==> config.mk <==
export PLATFORM = sky130hd
export DESIGN_NAME = pci_irq_line_router
export DESIGN_NICKNAME = d
export VERILOG_FILES = /design/src/irq_router_pkg.sv /design/src/pci_irq_line_router.sv /design/src/irq_pin_filter.sv
export SDC_FILE = /design/constraint.sdc
export NUM_CORES = 1
export LEC_CHECK = 0
export BUFFER_PORTS_ARGS = -buffer_cell sky130_fd_sc_hd__buf_2
export CORE_MARGIN = 5
export CORE_UTILIZATION = 56
export CTS_BUF_LIST = sky130_fd_sc_hd__clkbuf_8
export CTS_CLUSTER_SIZE = 30
export DETAILED_ROUTE_END_ITERATION = 12
export PLACE_DENSITY = 0.82
export RECOVER_POWER = 25
export SETUP_SLACK_MARGIN = 0.3
export SLEW_MARGIN = 15
export SYNTH_ARGS = -nofsm -noshare
export SYNTH_HDL_FRONTEND = slang
export SYNTH_SLANG_ARGS = --single-unit
==> constraint.sdc <==
create_clock -name i_ref_clk -period 2.07 [get_ports i_ref_clk]
set_input_delay 0.207 -clock i_ref_clk [delete_from_list [all_inputs] [get_ports i_ref_clk]]
set_output_delay 0.207 -clock i_ref_clk [all_outputs]
set_load 0.01 [all_outputs]
==> src/irq_router_pkg.sv <==
// Shared types and constants for the shared-line interrupt router
package irq_router_pkg;

	localparam int LINE_NUM = 8;
	localparam int SLOT_NUM = 4;
	localparam int PIN_NUM = 4;
	localparam int IRQ_LEGACY_NUM = 16;
	localparam int IRQ_TOTAL_NUM = 24;
	localparam int IRQ_EXT_BASE = 16;
	localparam int DYN_NUM = 3;
	localparam int SYNC_STAGES = 3;

	// Shared request line indices, line A first
	localparam logic [2:0] LINE_A = 3'h0;
	localparam logic [2:0] LINE_B = 3'h1;
	localparam logic [2:0] LINE_C = 3'h2;
	localparam logic [2:0] LINE_D = 3'h3;
	localparam logic [2:0] LINE_E = 3'h4;
	localparam logic [2:0] LINE_F = 3'h5;
	localparam logic [2:0] LINE_G = 3'h6;
	localparam logic [2:0] LINE_H = 3'h7;

	// Board wiring, indexed [slot][pin], pin 0 is INTA
	localparam logic [3:0][3:0][2:0] SLOT_LINE = {
		{LINE_G, LINE_F, LINE_C, LINE_D},
		{LINE_A, LINE_B, LINE_D, LINE_C},
		{LINE_H, LINE_E, LINE_F, LINE_G},
		{LINE_E, LINE_H, LINE_G, LINE_F}};
	localparam logic [2:0] FW_LINE = LINE_B;

	// Fixed system IRQ numbers
	localparam logic [3:0] IRQ_TIMER = 4'h0;
	localparam logic [3:0] IRQ_KBD = 4'h1;
	localparam logic [3:0] IRQ_CASCADE = 4'h2;
	localparam logic [3:0] IRQ_FLOPPY = 4'h6;
	localparam logic [3:0] IRQ_RTC = 4'h8;
	localparam logic [3:0] IRQ_MOUSE = 4'hC;
	localparam logic [3:0] IRQ_COPRO = 4'hD;
	localparam logic [3:0] IRQ_ATA = 4'hE;
	localparam logic [3:0] IRQ_SERIAL_DEF = 4'h4;
	localparam logic [3:0] IRQ_PARALLEL_DEF = 4'h7;

	// Steerable set: 3,4,5,6,7,9,10,11,12,14,15
	localparam logic [15:0] IRQ_STEER_MASK = 16'hDEF8;

	typedef struct packed {
		logic [3:0][3:0] slot_int_n;
		logic fw_int_n;
	} pci_src_t;

	typedef struct packed {
		logic timer;
		logic kbd;
		logic cascade;
		logic rtc;
		logic copro;
		logic floppy;
		logic first_serial_port;
		logic first_parallel_port;
		logic ata;
		logic mouse;
	} legacy_src_t;

	typedef struct packed {
		logic en;
		logic [3:0] irq;
	} steer_t;

	localparam int PCI_SRC_W = $bits(pci_src_t);
	localparam int LEGACY_SRC_W = $bits(legacy_src_t);

endpackage

==> src/pci_irq_line_router.sv <==
// Shared request line router onto legacy and extended system IRQs
//
// Overview of operation
// - Legacy mode drives only system IRQs 0 through 15.
// - Extended mode offers twenty-four system IRQs, 0 through 23.
// - IRQs 16..23 exist only in extended mode, fed by lines A..H.
// - Eight shared request lines; each PCI source wires to exactly one.
// - Legacy mode steers each line to 3-7, 9-12, 14 or 15.
// - Several lines may share one IRQ; any active line asserts it.
// - IRQ 2 carries the secondary controller cascade, never assignable.
// - IRQs 0, 1, 8, 13: timer, keyboard, real-time clock, coprocessor.
// - Serial port defaults to IRQ 4, parallel to 7; both movable.
// - IRQ 14 serves the ATA controller if present, else assignable.
// - IRQ 12 serves the mouse port if present, else assignable.
// - Fixed board wiring of 1394 and slot pins onto lines A..H.
// - Sources on one line share one interrupt.
// - USB, SATA and PCIe function IRQs are assigned at configuration.
`timescale 1ns/1ps
module pci_irq_line_router #(
	parameter int DYN_NUM = irq_router_pkg::DYN_NUM
) (
	input wire logic i_ref_clk,
	input wire logic i_nrst,
	input wire irq_router_pkg::pci_src_t i_pci_int_n,
	input wire irq_router_pkg::legacy_src_t i_legacy_req,
	input wire logic [DYN_NUM-1:0] i_dyn_req,
	input wire logic i_extended_vector_mode,
	input wire logic i_mouse_present,
	input wire logic i_ata_present,
	input wire irq_router_pkg::steer_t [7:0] i_line_steer,
	input wire irq_router_pkg::steer_t i_serial_steer,
	input wire irq_router_pkg::steer_t i_parallel_steer,
	input wire irq_router_pkg::steer_t [DYN_NUM-1:0] i_dyn_steer,
	output logic [23:0] o_irq,
	output logic [7:0] o_line_active
);

	localparam int SYNC_W = irq_router_pkg::PCI_SRC_W
		+ irq_router_pkg::LEGACY_SRC_W + DYN_NUM;
	// Active-low pins idle high, active-high requests idle low
	localparam logic [SYNC_W-1:0] SYNC_RST =
		{{irq_router_pkg::PCI_SRC_W{1'b1}},
		{(SYNC_W - irq_router_pkg::PCI_SRC_W){1'b0}}};

	irq_router_pkg::pci_src_t pci_q;
	irq_router_pkg::legacy_src_t leg_q;
	logic [DYN_NUM-1:0] dyn_q;
	logic [SYNC_W-1:0] sync_out;
	logic [7:0] line_act;
	logic [23:0] irq_next;
	logic [23:0] irq_reg;

	////////////////////////////////////////////////////////////////////////
	// Pin synchronisation

	irq_pin_filter #(
		.WIDTH(SYNC_W),
		.RST_VAL(SYNC_RST)
	) u_pin_filter (
		.i_ref_clk(i_ref_clk),
		.i_nrst(i_nrst),
		.i_pin({i_pci_int_n, i_legacy_req, i_dyn_req}),
		.o_level(sync_out)
	);

	assign {pci_q, leg_q, dyn_q} = sync_out;

	////////////////////////////////////////////////////////////////////////
	// Helpers

	// Reserved numbers and present devices are never taken by steering
	function automatic logic irq_legal(input logic [3:0] num,
		input logic mouse_p, input logic ata_p);
		logic ok;
		ok = irq_router_pkg::IRQ_STEER_MASK[num];
		if (mouse_p && num == irq_router_pkg::IRQ_MOUSE)
			ok = 1'b0;
		if (ata_p && num == irq_router_pkg::IRQ_ATA)
			ok = 1'b0;
		return ok;
	endfunction

	// OR one request into the IRQ vector; illegal targets drop it
	function automatic logic [23:0] route_or(input logic [23:0] vec,
		input logic [3:0] num, input logic act,
		input logic mouse_p, input logic ata_p);
		logic [23:0] res;
		res = vec;
		if (act && irq_legal(num, mouse_p, ata_p))
			res[num] = 1'b1;
		return res;
	endfunction

	////////////////////////////////////////////////////////////////////////
	// Shared line wired-OR

	always_comb
	begin
		line_act = 8'h00;
		if (!pci_q.fw_int_n)
			line_act[irq_router_pkg::FW_LINE] = 1'b1;
		for (int s = 0; s < irq_router_pkg::SLOT_NUM; s++)
		begin
			for (int p = 0; p < irq_router_pkg::PIN_NUM; p++)
			begin
				// Low level on any source holds the line active
				if (!pci_q.slot_int_n[s][p])
					line_act[irq_router_pkg::SLOT_LINE[s][p]] = 1'b1;
			end
		end
	end

	////////////////////////////////////////////////////////////////////////
	// IRQ vector build

	always_comb
	begin
		irq_next = 24'h000000;
		irq_next[irq_router_pkg::IRQ_TIMER] = leg_q.timer;
		irq_next[irq_router_pkg::IRQ_KBD] = leg_q.kbd;
		irq_next[irq_router_pkg::IRQ_CASCADE] = leg_q.cascade;
		irq_next[irq_router_pkg::IRQ_FLOPPY] = leg_q.floppy;
		irq_next[irq_router_pkg::IRQ_RTC] = leg_q.rtc;
		irq_next[irq_router_pkg::IRQ_COPRO] = leg_q.copro;
		if (i_mouse_present)
			irq_next[irq_router_pkg::IRQ_MOUSE] = leg_q.mouse;
		if (i_ata_present)
			irq_next[irq_router_pkg::IRQ_ATA] = leg_q.ata;
		irq_next = route_or(irq_next,
			i_serial_steer.en ? i_serial_steer.irq
			: irq_router_pkg::IRQ_SERIAL_DEF,
			leg_q.first_serial_port,
			i_mouse_present, i_ata_present);
		irq_next = route_or(irq_next,
			i_parallel_steer.en ? i_parallel_steer.irq
			: irq_router_pkg::IRQ_PARALLEL_DEF,
			leg_q.first_parallel_port,
			i_mouse_present, i_ata_present);
		for (int d = 0; d < DYN_NUM; d++)
		begin
			// Unassigned functions stay silent
			irq_next = route_or(irq_next, i_dyn_steer[d].irq,
				dyn_q[d] && i_dyn_steer[d].en,
				i_mouse_present, i_ata_present);
		end
		if (i_extended_vector_mode)
		begin
			// Lines bypass steering and own the upper eight
			irq_next[irq_router_pkg::IRQ_EXT_BASE +: 8] = line_act;
		end
		else
		begin
			for (int i = 0; i < irq_router_pkg::LINE_NUM; i++)
			begin
				irq_next = route_or(irq_next, i_line_steer[i].irq,
					line_act[i] && i_line_steer[i].en,
					i_mouse_present, i_ata_present);
			end
			irq_next[23:16] = 8'h00;
		end
	end

	always_ff @(posedge i_ref_clk or negedge i_nrst)
	begin
		if (!i_nrst)
			irq_reg <= 24'h000000;
		else
			irq_reg <= irq_next;
	end

	assign o_irq = irq_reg;
	assign o_line_active = line_act;
endmodule

==> src/irq_pin_filter.sv <==
// Three-stage pin synchroniser with second/third stage agreement
`timescale 1ns/1ps
module irq_pin_filter #(
	parameter int WIDTH = 8,
	parameter logic [WIDTH-1:0] RST_VAL = '0
) (
	input wire logic i_ref_clk,
	input wire logic i_nrst,
	input wire logic [WIDTH-1:0] i_pin,
	output logic [WIDTH-1:0] o_level
);

	logic [WIDTH-1:0] s1_reg;
	logic [WIDTH-1:0] s2_reg;
	logic [WIDTH-1:0] s3_reg;
	logic [WIDTH-1:0] level_reg;

	always_ff @(posedge i_ref_clk or negedge i_nrst)
	begin
		if (!i_nrst)
		begin
			s1_reg <= RST_VAL;
			s2_reg <= RST_VAL;
			s3_reg <= RST_VAL;
		end
		else
		begin
			s1_reg <= i_pin;
			s2_reg <= s1_reg;
			s3_reg <= s2_reg;
		end
	end

	// Per bit: a change counts only once stages two and three agree
	always_ff @(posedge i_ref_clk or negedge i_nrst)
	begin
		if (!i_nrst)
			level_reg <= RST_VAL;
		else
			level_reg <= (s2_reg & s3_reg) | (level_reg & (s2_reg ^ s3_reg));
	end

	assign o_level = level_reg;

endmodule

# Word level (Yosys, flattened, before mapping)
# Memory sizes are Yosys's and may differ from the RTL's.
# Index checks and enable logic that the tools add are counted.
# word_totals
register_bits,144
latchBits,0
ram_bits,0
rom_bits,208
in_bits,100
out_inout_bits,32
elab_cells,279
memories,13
# op_classes
n_addsub,0
multipliers,0
div,0
n_lt_le_gt_ge,39
n_eq_ne,26
shift,0
mux,116
bitwise,17
n_reduce_logical,63
# mem_list
name,depth,word_bits,read_ports,rd_ports_with_merged_regs,wr,line,rtl
(name not given),16,1,1,0,0,pci_irq_line_router.sv:75,ok = irq_router_pkg::IRQ_STEER_MASK[num];
(name not given),16,1,1,0,0,pci_irq_line_router.sv:75,
(name not given),16,1,1,0,0,pci_irq_line_router.sv:75,
(name not given),16,1,1,0,0,pci_irq_line_router.sv:75,
(name not given),16,1,1,0,0,pci_irq_line_router.sv:75,
(name not given),16,1,1,0,0,pci_irq_line_router.sv:75,
+7 memories,--,--,--,--,--,--,
# ops
op,n
16-bit two-way mux,21
16-bit OR,12
"4-bit == test, second input constant",26
1-bit two-way mux,79
"4-bit by 6-bit < comparator with 1-bit output, second input constant",13
"4-bit by 5-bit < comparator with 1-bit output, second input constant",13
1-bit logical AND,63
30-bit bitwise AND,2
1-bit demux with 4-bit select,13
"4-bit by 1-bit >= comparator with 1-bit output, second input constant",13
30-bit OR,1
30-bit bitwise XOR,1
15-bit by 16-bit OR with 16-bit output,1
4-bit two-way mux,2
8-bit two-way mux,1

# Logic depth before layout (Yosys ltp)
# Gate-level depths: netlist of run 1.
# logic_depth
word_depth,39
ltp_mapped,6
ltp_nobuf,5

# Hierarchy
# A second synthesis of run 1 with hierarchy kept.
# hier_totals
hier_cells,492
hier_area_um2,6024.5
# by_module_without_submodules
module,n_inst,cells_each,area_each_um2,seq_area_each_um2
irq_pin_filter,1,180,3688.5,3088.0
pci_irq_line_router,1,312,2336.0,600.6

# Worst setup path after synthesis of run 1
# OpenSTA, ideal clock, no wires.
# synth_timing
kind,register to register
startpoint,"register u_pin_filter.level_reg[22], in the netlist u_pin_filter.o_level[22]"
endpoint,"register irq_reg[3], in the netlist o_irq[3]"
setup_time_ns,0.131
t_arrival_ns,1.465
t_required_ns,1.939
slack_ns,0.474
stages_incl_launch_ff,6
n_path_buf,0
period_less_slack_ns,1.596
cell_sequence,dfstp_2 a21boi_2 nor4b_1 or4_1 nor3_1 o21ai_1
# synth_between
elab_chain_cells,21
# synth_rtl
item,line,rtl
from (decl),irq_pin_filter.sv:16,logic [WIDTH-1:0] level_reg;
from (signal assigned),irq_pin_filter.sv:40,level_reg <= (s2_reg & s3_reg) | (level_reg & (s2_reg ^ s3_reg));
1-bit two-way mux (*) (2 in a row),pci_irq_line_router.sv:107,if (!pci_q.slot_int_n[s][p])
1-bit logical AND (*),pci_irq_line_router.sv:156,"line_act[i] && i_line_steer[i].en,"
1-bit logical AND (*),pci_irq_line_router.sv:89,"if (act && irq_legal(num, mouse_p, ata_p))"
16-bit two-way mux (*),pci_irq_line_router.sv:89,
16-bit two-way mux (*),pci_irq_line_router.sv:146,if (i_extended_vector_mode)
16-bit OR (no line),--,
16-bit two-way mux (*),pci_irq_line_router.sv:89,
16-bit two-way mux (*),pci_irq_line_router.sv:146,
(+5 left out),--,
16-bit two-way mux (*),pci_irq_line_router.sv:146,
16-bit OR (no line),--,
16-bit two-way mux (*),pci_irq_line_router.sv:89,
16-bit two-way mux (*),pci_irq_line_router.sv:146,
16-bit OR (no line),--,
16-bit two-way mux (*),pci_irq_line_router.sv:89,
16-bit two-way mux (*),pci_irq_line_router.sv:146,
named net irq_next[3],pci_irq_line_router.sv:50,logic [23:0] irq_next;
to (signal assigned),pci_irq_line_router.sv:168,irq_reg <= irq_next;
to (decl),pci_irq_line_router.sv:51,logic [23:0] irq_reg;
# Mark *: on every way through the listed nets, which the timed path passes. The rest lies on a longest branch. The select of a mux whose other input is x is not followed.

# Worst setup path after layout of run 1
# layout_timing
startpoint,"register u_pin_filter.level_reg[25], in the netlist u_pin_filter.o_level[25]"
endpoint,"register irq_reg[3], in the netlist o_irq[3]"
# layout_between
elab_chain_cells,26
# layout_rtl
item,line
1-bit two-way mux (*),pci_irq_line_router.sv:107
1-bit logical AND (*),pci_irq_line_router.sv:156
1-bit logical AND (*),pci_irq_line_router.sv:89
16-bit two-way mux (*),pci_irq_line_router.sv:89
16-bit two-way mux (*),pci_irq_line_router.sv:146
16-bit OR (no line),--
16-bit two-way mux (*),pci_irq_line_router.sv:89
16-bit two-way mux (*),pci_irq_line_router.sv:146
(+11 left out),--
16-bit two-way mux (*),pci_irq_line_router.sv:146
16-bit OR (no line),--
16-bit two-way mux (*),pci_irq_line_router.sv:89
16-bit two-way mux (*),pci_irq_line_router.sv:146
16-bit OR (no line),--
16-bit two-way mux (*),pci_irq_line_router.sv:89
16-bit two-way mux (*),pci_irq_line_router.sv:146
named net irq_next[3],pci_irq_line_router.sv:50
# Marked as above.

==> out/results.tsv, run 1 <==
stage	metric	value	unit
run_status	status	finished clean	
hold_path	Hold Crit Class	in2reg	
logic_synthesis	Synth Area per Inst	12.3	um^2
timing	Tightest Pin Transition	536	ps
clock_network	Max Root-Sink Buffers	2	
global_route	gr ovfl total	0	
finish	layout cell share with drive strength beyond 1	37.5	%
finish	commonest non-fill, non-tap cell in the layout	buf_2	
global_route	GRT Overall Usage	28.7	%
finish	Inserted Diodes	0	
power	Worst IR Drop VDD	1.07	mV
drt	WL final	18200	um
setup_path	Critical Path AT	2070	ps
flow_run	Max Cap Viol	0	
finish	most frequent cells in the layout	buf_2 (126), dfrtp_1 (76), dfstp_2 (68)	
setup_path	Startpoint Class	flop	
global_route	met2 Resource Use GR	46.0	%
floorplanning	Die ar.	13000	um^2
timing	FMAX	0.567	GHz
clock_network	CTS tree	yes	
timing	final hold viol count	0	
timing	fin crit share	85.1	%
floorplanning	Chip Width	114	um
drt	vias per cell	6.05	
global_route	pin count of the biggest net entering global routing	49	
logic_synthesis	Syn. warnings	0	
drt	Vias	5007	
power	Static Leak	3.49	nW
placed_design	DP Cell Count	756	
timing	Slew Viols, Final	0	
setup_path	Critical Path RT	2370	ps
floorplanning	Die H	114	um
clock_network	clk slew on worst S/H paths	80	ps
logic_synthesis	cell area after synthesis	6040	um^2
global_route	GR Util met1	38.1	%
logic_synthesis	EDFF count, synth	0	
drt	DRT antenna net count	0	
logic_synthesis	Mapped Nets	620	
placed_design	HPWL Detailed	12600	um
clock_network	Num CTS Buffers	17	
power	PwrDens	819	nW/um^2
timing	Sum Neg Setup Slack	0	ps
finish	final core utilization	72.6	%
logic_synthesis	sequential area share after synthesis	61.1	%
timing	final setup fails	0	
finish	Fill cells	742	
global_route	most used routing layer	met2	
placed_design	number of port buffers	131	
clock_network	CTS H-tree lvls	4	
global_route	first-pass GRT wire length	28000	um
timing	RSZ-0062 raised after global routing	no	
floorplanning	core area	10700	um^2
global_route	met3 GRT Util	7.27	%
logic_synthesis	#FFs+latches synth	144	
drt	starting DRC count in detailed routing	411	
finish	Area growth syn-to-layout	28.6	%
floorplanning	Ports	132	
setup_path	crit path max fanout	6	
drt	drt wl/cell	22.0	um
clock_network	Sink Count	144	
global_route	antenna violations before repair	1	
timing	Fin Clk Skew	18.7	ps
setup_path	worst setup path category	reg2reg	
drt	drt drc	0	
logic_synthesis	ys flop type	dfrtp_1	
global_route	vias in the first global route	5059	
logic_synthesis	asr flop ratio synth	100	%
finish	# nets final	805	
setup_path	CP Capture Type	flop	
floorplanning	FP Rows	38	
power	Tot Pwr	0.00635	W
finish	non-filler cells, final	828	
placed_design	GPL Wtd Cong	1.00	
clock_network	Clk Latency, worst-skew pair	450	ps
timing	Slew headroom	63.9	%
logic_synthesis	Cell variety after synth	48	
timing	fin crit period	1760	ps
logic_synthesis	Post-Synthesis Cells	490	
floorplanning	Starting Density	56.4	%
drt	DR pass1 iterations	6	
clock_network	clk root buf	clkbuf_8	
## power by group
| group | internal, W | switching, W | total, W |
|---|---|---|---|
| combinational | 0.000355 | 0.000448 | 0.000803 |
| clock | 0.00111 | 0.00122 | 0.00233 |
| sequential | 0.00309 | 0.000137 | 0.00322 |
## kinds of logic (layout without fill, tap and decap cells)
family / after synthesis / count (layout) / share of synthesized area (%)
simple gates: 199 / 199 / 19.3
flops: 144 / 144 / 61.1
compound gates: 103 / 103 / 12.5
fa+ha+maj: 30 / 30 / 6.22
buf+inv: 14 / 212 / 0.871
## through the flow
step           instance area (um^2)  setup slack [ps]  hold WS, ps
2_1_floorplan                  6040               474        -88.6
3_3_place_gp                   6890              56.9          173
3_5_place_dp                   6890               165          178
4_1_cts                        7650               282         74.3
5_1_grt                        7760               294         97.6
6_report                       7760               307          102
## worst max-delay path, cell delays in order (launching register included)
cell and delay, ps:
dfstp_2 580, nand4b_1 220, nor3_1 100, or4_4 530
nor3_2 120, o21ai_1 70
## final timing paths
check	cells past startpoint	from	slack, ps	endpoint
max	5	u_pin_filter.o_level[25]$_DFF_PN1_	310	o_irq[3]$_DFF_PN0_
min	3	i_dyn_steer[10]	100	o_irq[5]$_DFF_PN0_
max reg2reg	5	u_pin_filter.o_level[25]$_DFF_PN1_	310	o_irq[3]$_DFF_PN0_
min reg2reg	0	u_pin_filter.s1_reg[10]$_DFF_PN0_	350	u_pin_filter.s2_reg[10]$_DFF_PN0_
max in group asynchronous	3	i_nrst	1160	o_irq[14]$_DFF_PN0_
min in group asynchronous	2	i_nrst	270	o_irq[7]$_DFF_PN0_
## synth_stat cells (all sizes together), types with 13 or more instances
cell type | number | area, um^2
dfrtp | 76 | 1900
dfstp | 68 | 1790
a21o | 31 | 233
ha | 30 | 375
nand2 | 28 | 105
nor3 | 25 | 125
nand3 | 22 | 110
nand2b | 18 | 113
nand4 | 14 | 87.6
nor2 | 14 | 52.6
nor4 | 13 | 81.3
## final cells by class
cell class | instances | area (um^2) | share of cell area [%]
multi-input combinational | 332 | 2380 | 30.7
clock buffer | 17 | 234 | 3.01
inverter | 6 | 22.5 | 0.290
timing repair buffer | 174 | 1080 | 13.9
clock inverter | 15 | 176 | 2.27
sequential | 144 | 3690 | 47.5
tap | 140 | 175 | 2.26
## per-layer routing
layer	vias up	wire length (um)
li1	2235	-
met1	2465	7370
met2	263	8750
met3	42	1630
met4	2	432
met5	-	11
## repair_timing
item | CTS | global route
endpoints found under the setup margin | 6 | 10
endpoints found under the hold margin | 50 | 0
hold buffers | 31 | 0
pin swaps | 1 | 8
setup buffers | 3 | 6
gates resized for setup | 4 | 14
No activity file was read; power rests on OpenSTA's default activity.
==> run 2: changes to the inputs <==
--- a/config.mk
+++ b/config.mk
@@ -6,12 +6,14 @@
 export NUM_CORES = 1
 export LEC_CHECK = 0
 export BUFFER_PORTS_ARGS = -buffer_cell sky130_fd_sc_hd__buf_2
+export CELL_PAD_IN_SITES_DETAIL_PLACEMENT = 1
+export CELL_PAD_IN_SITES_GLOBAL_PLACEMENT = 1
 export CORE_MARGIN = 5
-export CORE_UTILIZATION = 56
+export CORE_UTILIZATION = 45
 export CTS_BUF_LIST = sky130_fd_sc_hd__clkbuf_8
 export CTS_CLUSTER_SIZE = 30
 export DETAILED_ROUTE_END_ITERATION = 12
-export PLACE_DENSITY = 0.82
+export PLACE_DENSITY_LB_ADDON = 0.1
 export RECOVER_POWER = 25
 export SETUP_SLACK_MARGIN = 0.3
 export SLEW_MARGIN = 15
==> run 2 against run 1 <==
Effect of this change: maximum frequency grew 2.5%; clock power down 8%; global-route usage shrank 3.9 points; total power down 2.8%; count of clock-buffer cells in the layout up 2; core utilization fell by 13 points; critical path type unchanged; critical endpoint is now o_irq[7]$_DFF_PN0_.
==> out/results.tsv, run 2 (synthesis results as in run 1) <==
stage	metric	value	unit	change
run_status	status	finished clean		
drt	highest routing layer actually used	met4		
setup_path	Worst Reg2Reg Path Length in Cells	5		unchanged
hold_path	WHS Path Cells	3		unchanged
finish	FF+latch area	3690	um^2	unchanged
timing	Tightest Pin Transition	636	ps	+99.6 ps
setup_path	R2R setup slack	350	ps	+40 ps
finish	area of the multi-input gates	2410	um^2	+1.0%
power	Pint	0.00438	W	-3.8%
power	PwrDens	792	nW/um^2	-3.3%
drt	vias per cell	5.64		-6.7%
timing	Fin Clk Skew	19.7	ps	+1.06 ps
drt	WL met2	9640	um	+10%
placed_design	number of port buffers	131		unchanged
floorplanning	Starting Density	45.8	%	-11 points
global_route	pin count of the biggest net entering global routing	56		+14%
timing	FMAX	0.582	GHz	+2.5%
power	Clock power frac	34.8	%	-1.8 points
drt	WL met3	1070	um	-34%
setup_path	Critical Path RT	2380	ps	about the same
power	Worst IR Drop VDD	0.594	mV	-44%
global_route	first-pass GRT wire length	30100	um	+7.6%
setup_path	crit path max fanout	8		+2
hold_path	Worst Hold Path EP	o_irq[12]$_DFF_PN0_		
timing	final setup fails	0		unchanged
timing	Sum Neg Setup Slack	0	ps	unchanged
drt	starting DRC count in detailed routing	226		-45%
finish	Inserted Diodes	0		unchanged
timing	RSZ-0062 raised after global routing	yes		
floorplanning	core area	13200	um^2	+23%
clock_network	Num CTS Buffers	17		unchanged
clock_network	Clk Latency, worst-skew pair	460	ps	about the same
power	Flop pwr share	52.1	%	+1.4 points
global_route	antenna violations before repair	0		-1
placed_design	HPWL Detailed	14000	um	+11%
drt	drt wl/cell	22.2	um	+0.87%
clock_network	clk slew on worst S/H paths	90	ps	about the same
finish	Area growth syn-to-layout	29.2	%	
timing	final hold viol count	0		unchanged
finish	# nets final	804		-0.12%
drt	DR pass1 iterations	4		-2
global_route	vias in the first global route	5307		+4.9%
drt	DRT antenna net count	0		unchanged
drt	Vias	4869		-2.8%
clock_network	CTS tree	yes		
timing	worst hold slack	100	ps	-2.13 ps
timing	fin crit period	1720	ps	-43.0 ps
flow_run	Max Cap Viol	0		unchanged
clock_network	Sink Count	144		unchanged
finish	Fill cells	1385		+87%
power	combinational power share	13.1	%	+0.5 points
clock_network	clk root buf	clkbuf_8		
setup_path	CP Cell Sequence	a21boi_4, nand3b_1, o221ai_2, nor4_2, o21ai_1		
placed_design	GPL Wtd Cong	0.942		-6.2%
timing	Slew headroom	57.2	%	-6.7 points
timing	Slew Viols, Final	0		unchanged
global_route	GRT Overall Usage	24.8	%	-3.9 points
drt	drt drc	0		unchanged
finish	commonest non-fill, non-tap cell in the layout	buf_2		
hold_path	Hold Crit Class	in2reg		
power	Psw	0.00180	W	-0.29%
setup_path	Crit-path slowest cell	dfstp_2		
placed_design	DP Worst Slack	113	ps	-52.0 ps
hold_path	Hold Path Origin	i_mouse_present		
setup_path	Critical Path AT	2030	ps	-40 ps
setup_path	reg-to-reg critical path startpoint	u_pin_filter.o_level[22]$_DFF_PN1_		
drt	wl on met1	8010	um	+8.8%
clock_network	CTS H-tree lvls	4		unchanged
floorplanning	Die H	126	um	+11%
floorplanning	Chip Width	126	um	+11%
global_route	gr ovfl total	0		unchanged
setup_path	CP Capture Type	flop		
setup_path	max incr delay on CP	590	ps	about the same
floorplanning	Ports	132		unchanged
drt	WL final	19100	um	+5.1%
finish	most frequent cells in the layout	buf_2 (129), dfrtp_1 (76), dfstp_2 (64)		
clock_network	Max Root-Sink Buffers	2		unchanged
setup_path	Startpoint Class	flop		
setup_path	worst setup path category	reg2reg		
setup_path	FF-to-FF End	o_irq[7]$_DFF_PN0_		
floorplanning	FP Rows	42		+11%
timing	fin crit share	83.1	%	-2.1 points
floorplanning	Die ar.	15800	um^2	+22%
finish	layout cell share with drive strength beyond 1	37.7	%	+0.20 points
power	switch share	29.1	%	+0.74 points
power	Static Leak	3.48	nW	-0.22%
timing	Worst Slack Setup Final	350	ps	+43.0 ps
==> run 2: cell types whose count changed in the layout (fill, tap and decap cells not counted), moves of 3 or more <==
cell	before	now
buf_2	126	129
dfstp_2	68	64
clkinvlp_4	1	4
dfstp_1	0	4
clkbuf_1	4	1
==> run 2: worst max-delay path, delay by kind of cell (launching register included) <==
kind	cells	cell delay, ps
compound gates	3	380
simple gates	2	600
flops	1	590
==> run 2: stage by stage <==
step / instances / power, W / utilization (%) / area, um^2
after CTS: 856 / 0.00618 / 58.0 / 7650
after floorplan: 490 / 0.00354 / - / 6040
after detailed placement: 791 / 0.00397 / 52.5 / 6930
after global routing: 863 / 0.00650 / 59.1 / 7800
after global placement: 791 / 0.00392 / 52.5 / 6930
final: 863 / 0.00618 / 59.1 / 7800
==> run 2: how the worst max path moves through the flow <==
| stage | from | to | slack (ps) | cells past startpoint |
|---|---|---|---|---|
| detailed placement | u_pin_filter.o_level[17]$_DFF_PN1_ | o_irq[9]$_DFF_PN0_ | 110 | 5 |
| floorplan | u_pin_filter.o_level[22]$_DFF_PN1_ | o_irq[3]$_DFF_PN0_ | 470 | 5 |
| CTS | u_pin_filter.o_level[22]$_DFF_PN1_ | o_irq[7]$_DFF_PN0_ | 290 | 5 |
| finish | u_pin_filter.o_level[22]$_DFF_PN1_ | o_irq[7]$_DFF_PN0_ | 350 | 5 |
| global route | u_pin_filter.o_level[25]$_DFF_PN1_ | o_irq[3]$_DFF_PN0_ | 240 | 5 |
| global placement | u_pin_filter.o_level[17]$_DFF_PN1_ | o_irq[9]$_DFF_PN0_ | 110 | 5 |
==> run 2: repair_timing <==
| action | CTS | global route |
|---|---|---|
| buffers inserted | 2 | 7 |
| gates resized for setup | 6 | 15 |
| setup endpoints to repair | 6 | 8 |
| pin swaps | 4 | 8 |
| hold endpoints to repair | 51 | 0 |
| hold buffers | 31 | 0 |
==> run 2: power by group through the flow <==
stage | Sequential, W | Clock (W) | Combinational [W]
global route | 0.00324 | 0.00236 | 0.000896
finish | 0.00322 | 0.00215 | 0.000811
floorplan | 0.00324 | 0 | 0.000298
global placement | 0.00324 | 0 | 0.000684
CTS | 0.00321 | 0.00220 | 0.000773
detailed placement | 0.00326 | 0 | 0.000713
==> run 2: cell type report <==
class / count / area share [%]
Sequential cell: 144 / 47.3
Multi-Input combinational cell: 332 / 30.9
Timing Repair Buffer: 173 / 13.8
Clock buffer: 19 / 3.35
Tap cell: 176 / 2.82
Clock inverter: 13 / 1.52
Inverter: 6 / 0.289
==> run 2: metal layers <==
| layer | global-route usage [%] | vias to the layer above |
|---|---|---|
| li1 | - | 2228 |
| met1 | 32.2 | 2483 |
| met2 | 41.0 | 136 |
| met3 | 5.88 | 22 |
| met4 | 8.52 | 0 |
| met5 | 0 | - |
==> run 3: changes to the inputs <==
--- a/config.mk
+++ b/config.mk
@@ -5,11 +5,12 @@
 export SDC_FILE = /design/constraint.sdc
 export NUM_CORES = 1
 export LEC_CHECK = 0
+export ABC_AREA = 1
 export BUFFER_PORTS_ARGS = -buffer_cell sky130_fd_sc_hd__buf_2
 export CELL_PAD_IN_SITES_DETAIL_PLACEMENT = 1
 export CELL_PAD_IN_SITES_GLOBAL_PLACEMENT = 1
 export CORE_MARGIN = 5
-export CORE_UTILIZATION = 45
+export CORE_UTILIZATION = 38
 export CTS_BUF_LIST = sky130_fd_sc_hd__clkbuf_8
 export CTS_CLUSTER_SIZE = 30
 export DETAILED_ROUTE_END_ITERATION = 12
==> constraint.sdc (replaced) <==
create_clock -name i_ref_clk -period 1.4 [get_ports i_ref_clk]
set_input_delay 0.14 -clock i_ref_clk [delete_from_list [all_inputs] [get_ports i_ref_clk]]
set_output_delay 0.14 -clock i_ref_clk [all_outputs]
set_load 0.01 [all_outputs]
==> run 3 against run 2 <==
Effect of this change: the flow now finishes with violations (negative setup slack); count of clock-buffer cells in the layout shrank 2; sequential share of layout area decreased by 12 points; worst hold slack better by 99 ps; sequential cell count unchanged; clock power up 63%; critical path depth fell by 2; synthesized cell count rose by 90%; first-iteration DRC count shrank 1.3%; critical endpoint is now o_line_active[5].
==> out/results.tsv, run 3 <==
stage	metric	value	unit	change
floorplanning	Die H	149	um	+19%
placed_design	area post-placement	9160	um^2	+32%
timing	FMAX	0.645	GHz	
global_route	antenna violations before repair	3		+3
drt	drt wl/cell	16.0	um	-28%
timing	Fin Clk Skew	14.8	ps	-4.89 ps
logic_synthesis	area leader, netlist	dfrtp_1		
drt	vias per cell	4.71		-17%
clock_network	Max Root-Sink Buffers	2		unchanged
setup_path	Startpoint Class	flop		
logic_synthesis	Cell variety after synth	30		-38%
drt	starting DRC count in detailed routing	223		-1.3%
logic_synthesis	EDFF count, synth	0		unchanged
finish	layout cell share with drive strength beyond 1	35.9	%	-1.8 points
drt	WL final	24000	um	+26%
logic_synthesis	top post-synthesis cells by count	nand2_1 (259), nor2_1 (161), nand3_1 (106)		
finish	commonest non-fill, non-tap cell in the layout	nand2_1		
placed_design	number of port buffers	131		unchanged
clock_network	clk slew on worst S/H paths	90	ps	about the same
logic_synthesis	Post-Synthesis Cells	932		+90%
timing	fin crit period	1550	ps	
drt	drt drc	0		unchanged
logic_synthesis	Syn. warnings	0		unchanged
drt	DR pass1 iterations	4		unchanged
floorplanning	Ports	132		unchanged
placed_design	DP Worst Slack	-343	ps	-457 ps
placed_design	HPWL Detailed	18400	um	+31%
timing	Worst Slack Setup Final	-151	ps	-501 ps
timing	fin crit share	111	%	
hold_path	Hold Crit Class	in2reg		
clock_network	clk root buf	clkbuf_8		
global_route	vias in the first global route	7380		+39%
global_route	gr ovfl total	0		unchanged
logic_synthesis	Synth Area per Inst	7.93	um^2	-36%
run_status	failing checks	negative setup slack		
global_route	first-pass GRT wire length	38100	um	+27%
global_route	pin count of the biggest net entering global routing	42		-25%
power	Worst IR Drop VDD	0.792	mV	+33%
timing	Slew Viols, Final	0		unchanged
logic_synthesis	cell area after synthesis	7390	um^2	+22%
timing	final setup fails	18		+18
finish	# nets final	1348		+68%
clock_network	Num CTS Buffers	17		unchanged
setup_path	Critical Path AT	1410	ps	-620 ps
clock_network	CTS H-tree lvls	4		unchanged
setup_path	worst setup path category	reg2out		
logic_synthesis	asr flop ratio synth	100	%	unchanged
power	Static Leak	5.47	nW	+57%
logic_synthesis	Synth top area share	25.7	%	-5.8 points
timing	RSZ-0062 raised after global routing	yes		
floorplanning	Chip Width	149	um	+19%
setup_path	crit path max fanout	2		-6
clock_network	CTS tree	yes		
power	PwrDens	986	nW/um^2	+24%
floorplanning	FP Rows	51		+21%
timing	Tightest Pin Transition	1010	ps	+376 ps
finish	final core utilization	53.5	%	-5.7 points
finish	most frequent cells in the layout	nand2_1 (227), nor2_1 (146), buf_2 (117)		
clock_network	Clk Latency, worst-skew pair	460	ps	about the same
run_status	status	finished, violations left		
finish	Design Area, Final	10300	um^2	+33%
logic_synthesis	#FFs+latches synth	144		unchanged
logic_synthesis	dominant cell by count in the synthesized netlist	nand2_1		
setup_path	Critical Path RT	1260	ps	-1120 ps
timing	Slew headroom	32.5	%	-25 points
finish	Fill cells	2388		+72%
logic_synthesis	Mapped Nets	1062		+71%
floorplanning	Die ar.	22300	um^2	+41%
floorplanning	core area	19300	um^2	+47%
clock_network	Sink Count	144		unchanged
timing	final hold viol count	0		unchanged
drt	DRT antenna net count	0		unchanged
finish	Area growth syn-to-layout	39.8	%	
global_route	GRT Overall Usage	22.0	%	-2.8 points
placed_design	GPL Wtd Cong	0.924		-1.9%
drt	Vias	7048		+45%
logic_synthesis	ys flop type	dfrtp_1		
floorplanning	Starting Density	38.2	%	-7.5 points
setup_path	CP Capture Type	primary output		
flow_run	Max Cap Viol	0		unchanged
logic_synthesis	top cells by area, synth	dfrtp_1 (26%), dfstp_2 (24%), nand2_1 (13%)		
logic_synthesis	sequential area share after synthesis	49.9	%	-11 points
-- run 3: cells by family after synthesis --
family / Yosys count / share of synthesized area [%]
fa+ha+maj: 30 / 5.08
buf+inv: 117 / 6.16
flops: 144 / 49.9
compound gates: 53 / 4.67
xor+xnor: 1 / 0.119
simple gates: 587 / 34.1
-- run 3: report_power, final --
part | internal [W] | leakage (nW) | switching [W]
combinational | 0.000877 | 3.65 | 0.00108
clock | 0.00164 | 0.201 | 0.00185
sequential | 0.00456 | 1.63 | 0.000168
total | 0.00708 | 5.47 | 0.00311
-- run 3: stage by stage --
step / power (W) / setup TNS, ps / instances / hold slack, ps
finish: 0.0102 / -1250 / 1497 / 199
global route: 0.0107 / -2780 / 1497 / 238
CTS: 0.0102 / -1870 / 1490 / 125
detailed placement: 0.00650 / -3440 / 1421 / 75.2
global placement: 0.00644 / -3490 / 1421 / 73.7
floorplan: 0.00554 / -220 / 932 / -156
-- run 3: worst paths after layout --
path                                                          from  cells after the start  slack (ps)                                  to
worst max-delay path            u_pin_filter.o_level[28]$_DFF_PN1_                      3        -150                    o_line_active[5]
worst min-delay path                                i_dyn_steer[6]                      5         200                  o_irq[6]$_DFF_PN0_
worst max register to register  u_pin_filter.o_level[23]$_DFF_PN1_                     11        -100                 o_irq[14]$_DFF_PN0_
worst min register to register   u_pin_filter.s1_reg[16]$_DFF_PN1_                      0         350   u_pin_filter.s2_reg[16]$_DFF_PN1_
max in group asynchronous                                   i_nrst                      3         190  u_pin_filter.o_level[25]$_DFF_PN1_
min in group asynchronous                                   i_nrst                      2         390   u_pin_filter.o_level[9]$_DFF_PN0_
-- run 3: worst max-delay path: stages, from the launching register on --
cell and delay, ps:
dfstp_2 570, nand3_4 120, buf_6 160, buf_6 110
-- run 3: layout make-up --
class / instances / area (um^2) / area share (%)
sequential: 144 / 3690 / 35.7
multi-input combinational: 674 / 3530 / 34.2
timing repair buffer: 276 / 1980 / 19.1
inverter: 105 / 394 / 3.81
tap: 265 / 332 / 3.21
clock buffer: 17 / 234 / 2.26
clock inverter: 15 / 173 / 1.67
antenna: 1 / 2.50 / 0.0242
-- run 3: metal layers --
| metal | part of all wire, % | vias to the layer above | routed length [um] | GRT usage, % |
|---|---|---|---|---|
| met3 | 3.5 | 28 | 829 | 3.48 |
| met1 | 46 | 3351 | 11000 | 29.2 |
| met5 | 0.083 | - | 20 | 0 |
| met2 | 49 | 122 | 11800 | 37.3 |
| met4 | 1.4 | 4 | 347 | 6.27 |
| li1 | - | 3543 | - | - |
-- run 3: repair_timing --
action | 4_1_cts | 5_1_grt
hold buffers | 32 | 0
endpoints found under the setup margin | 44 | 45
setup buffers | 3 | 5
gates cloned | 2 | 1
gates resized for setup | 64 | 34
endpoints found under the hold margin | 134 | 0
pin swaps | 30 | 28
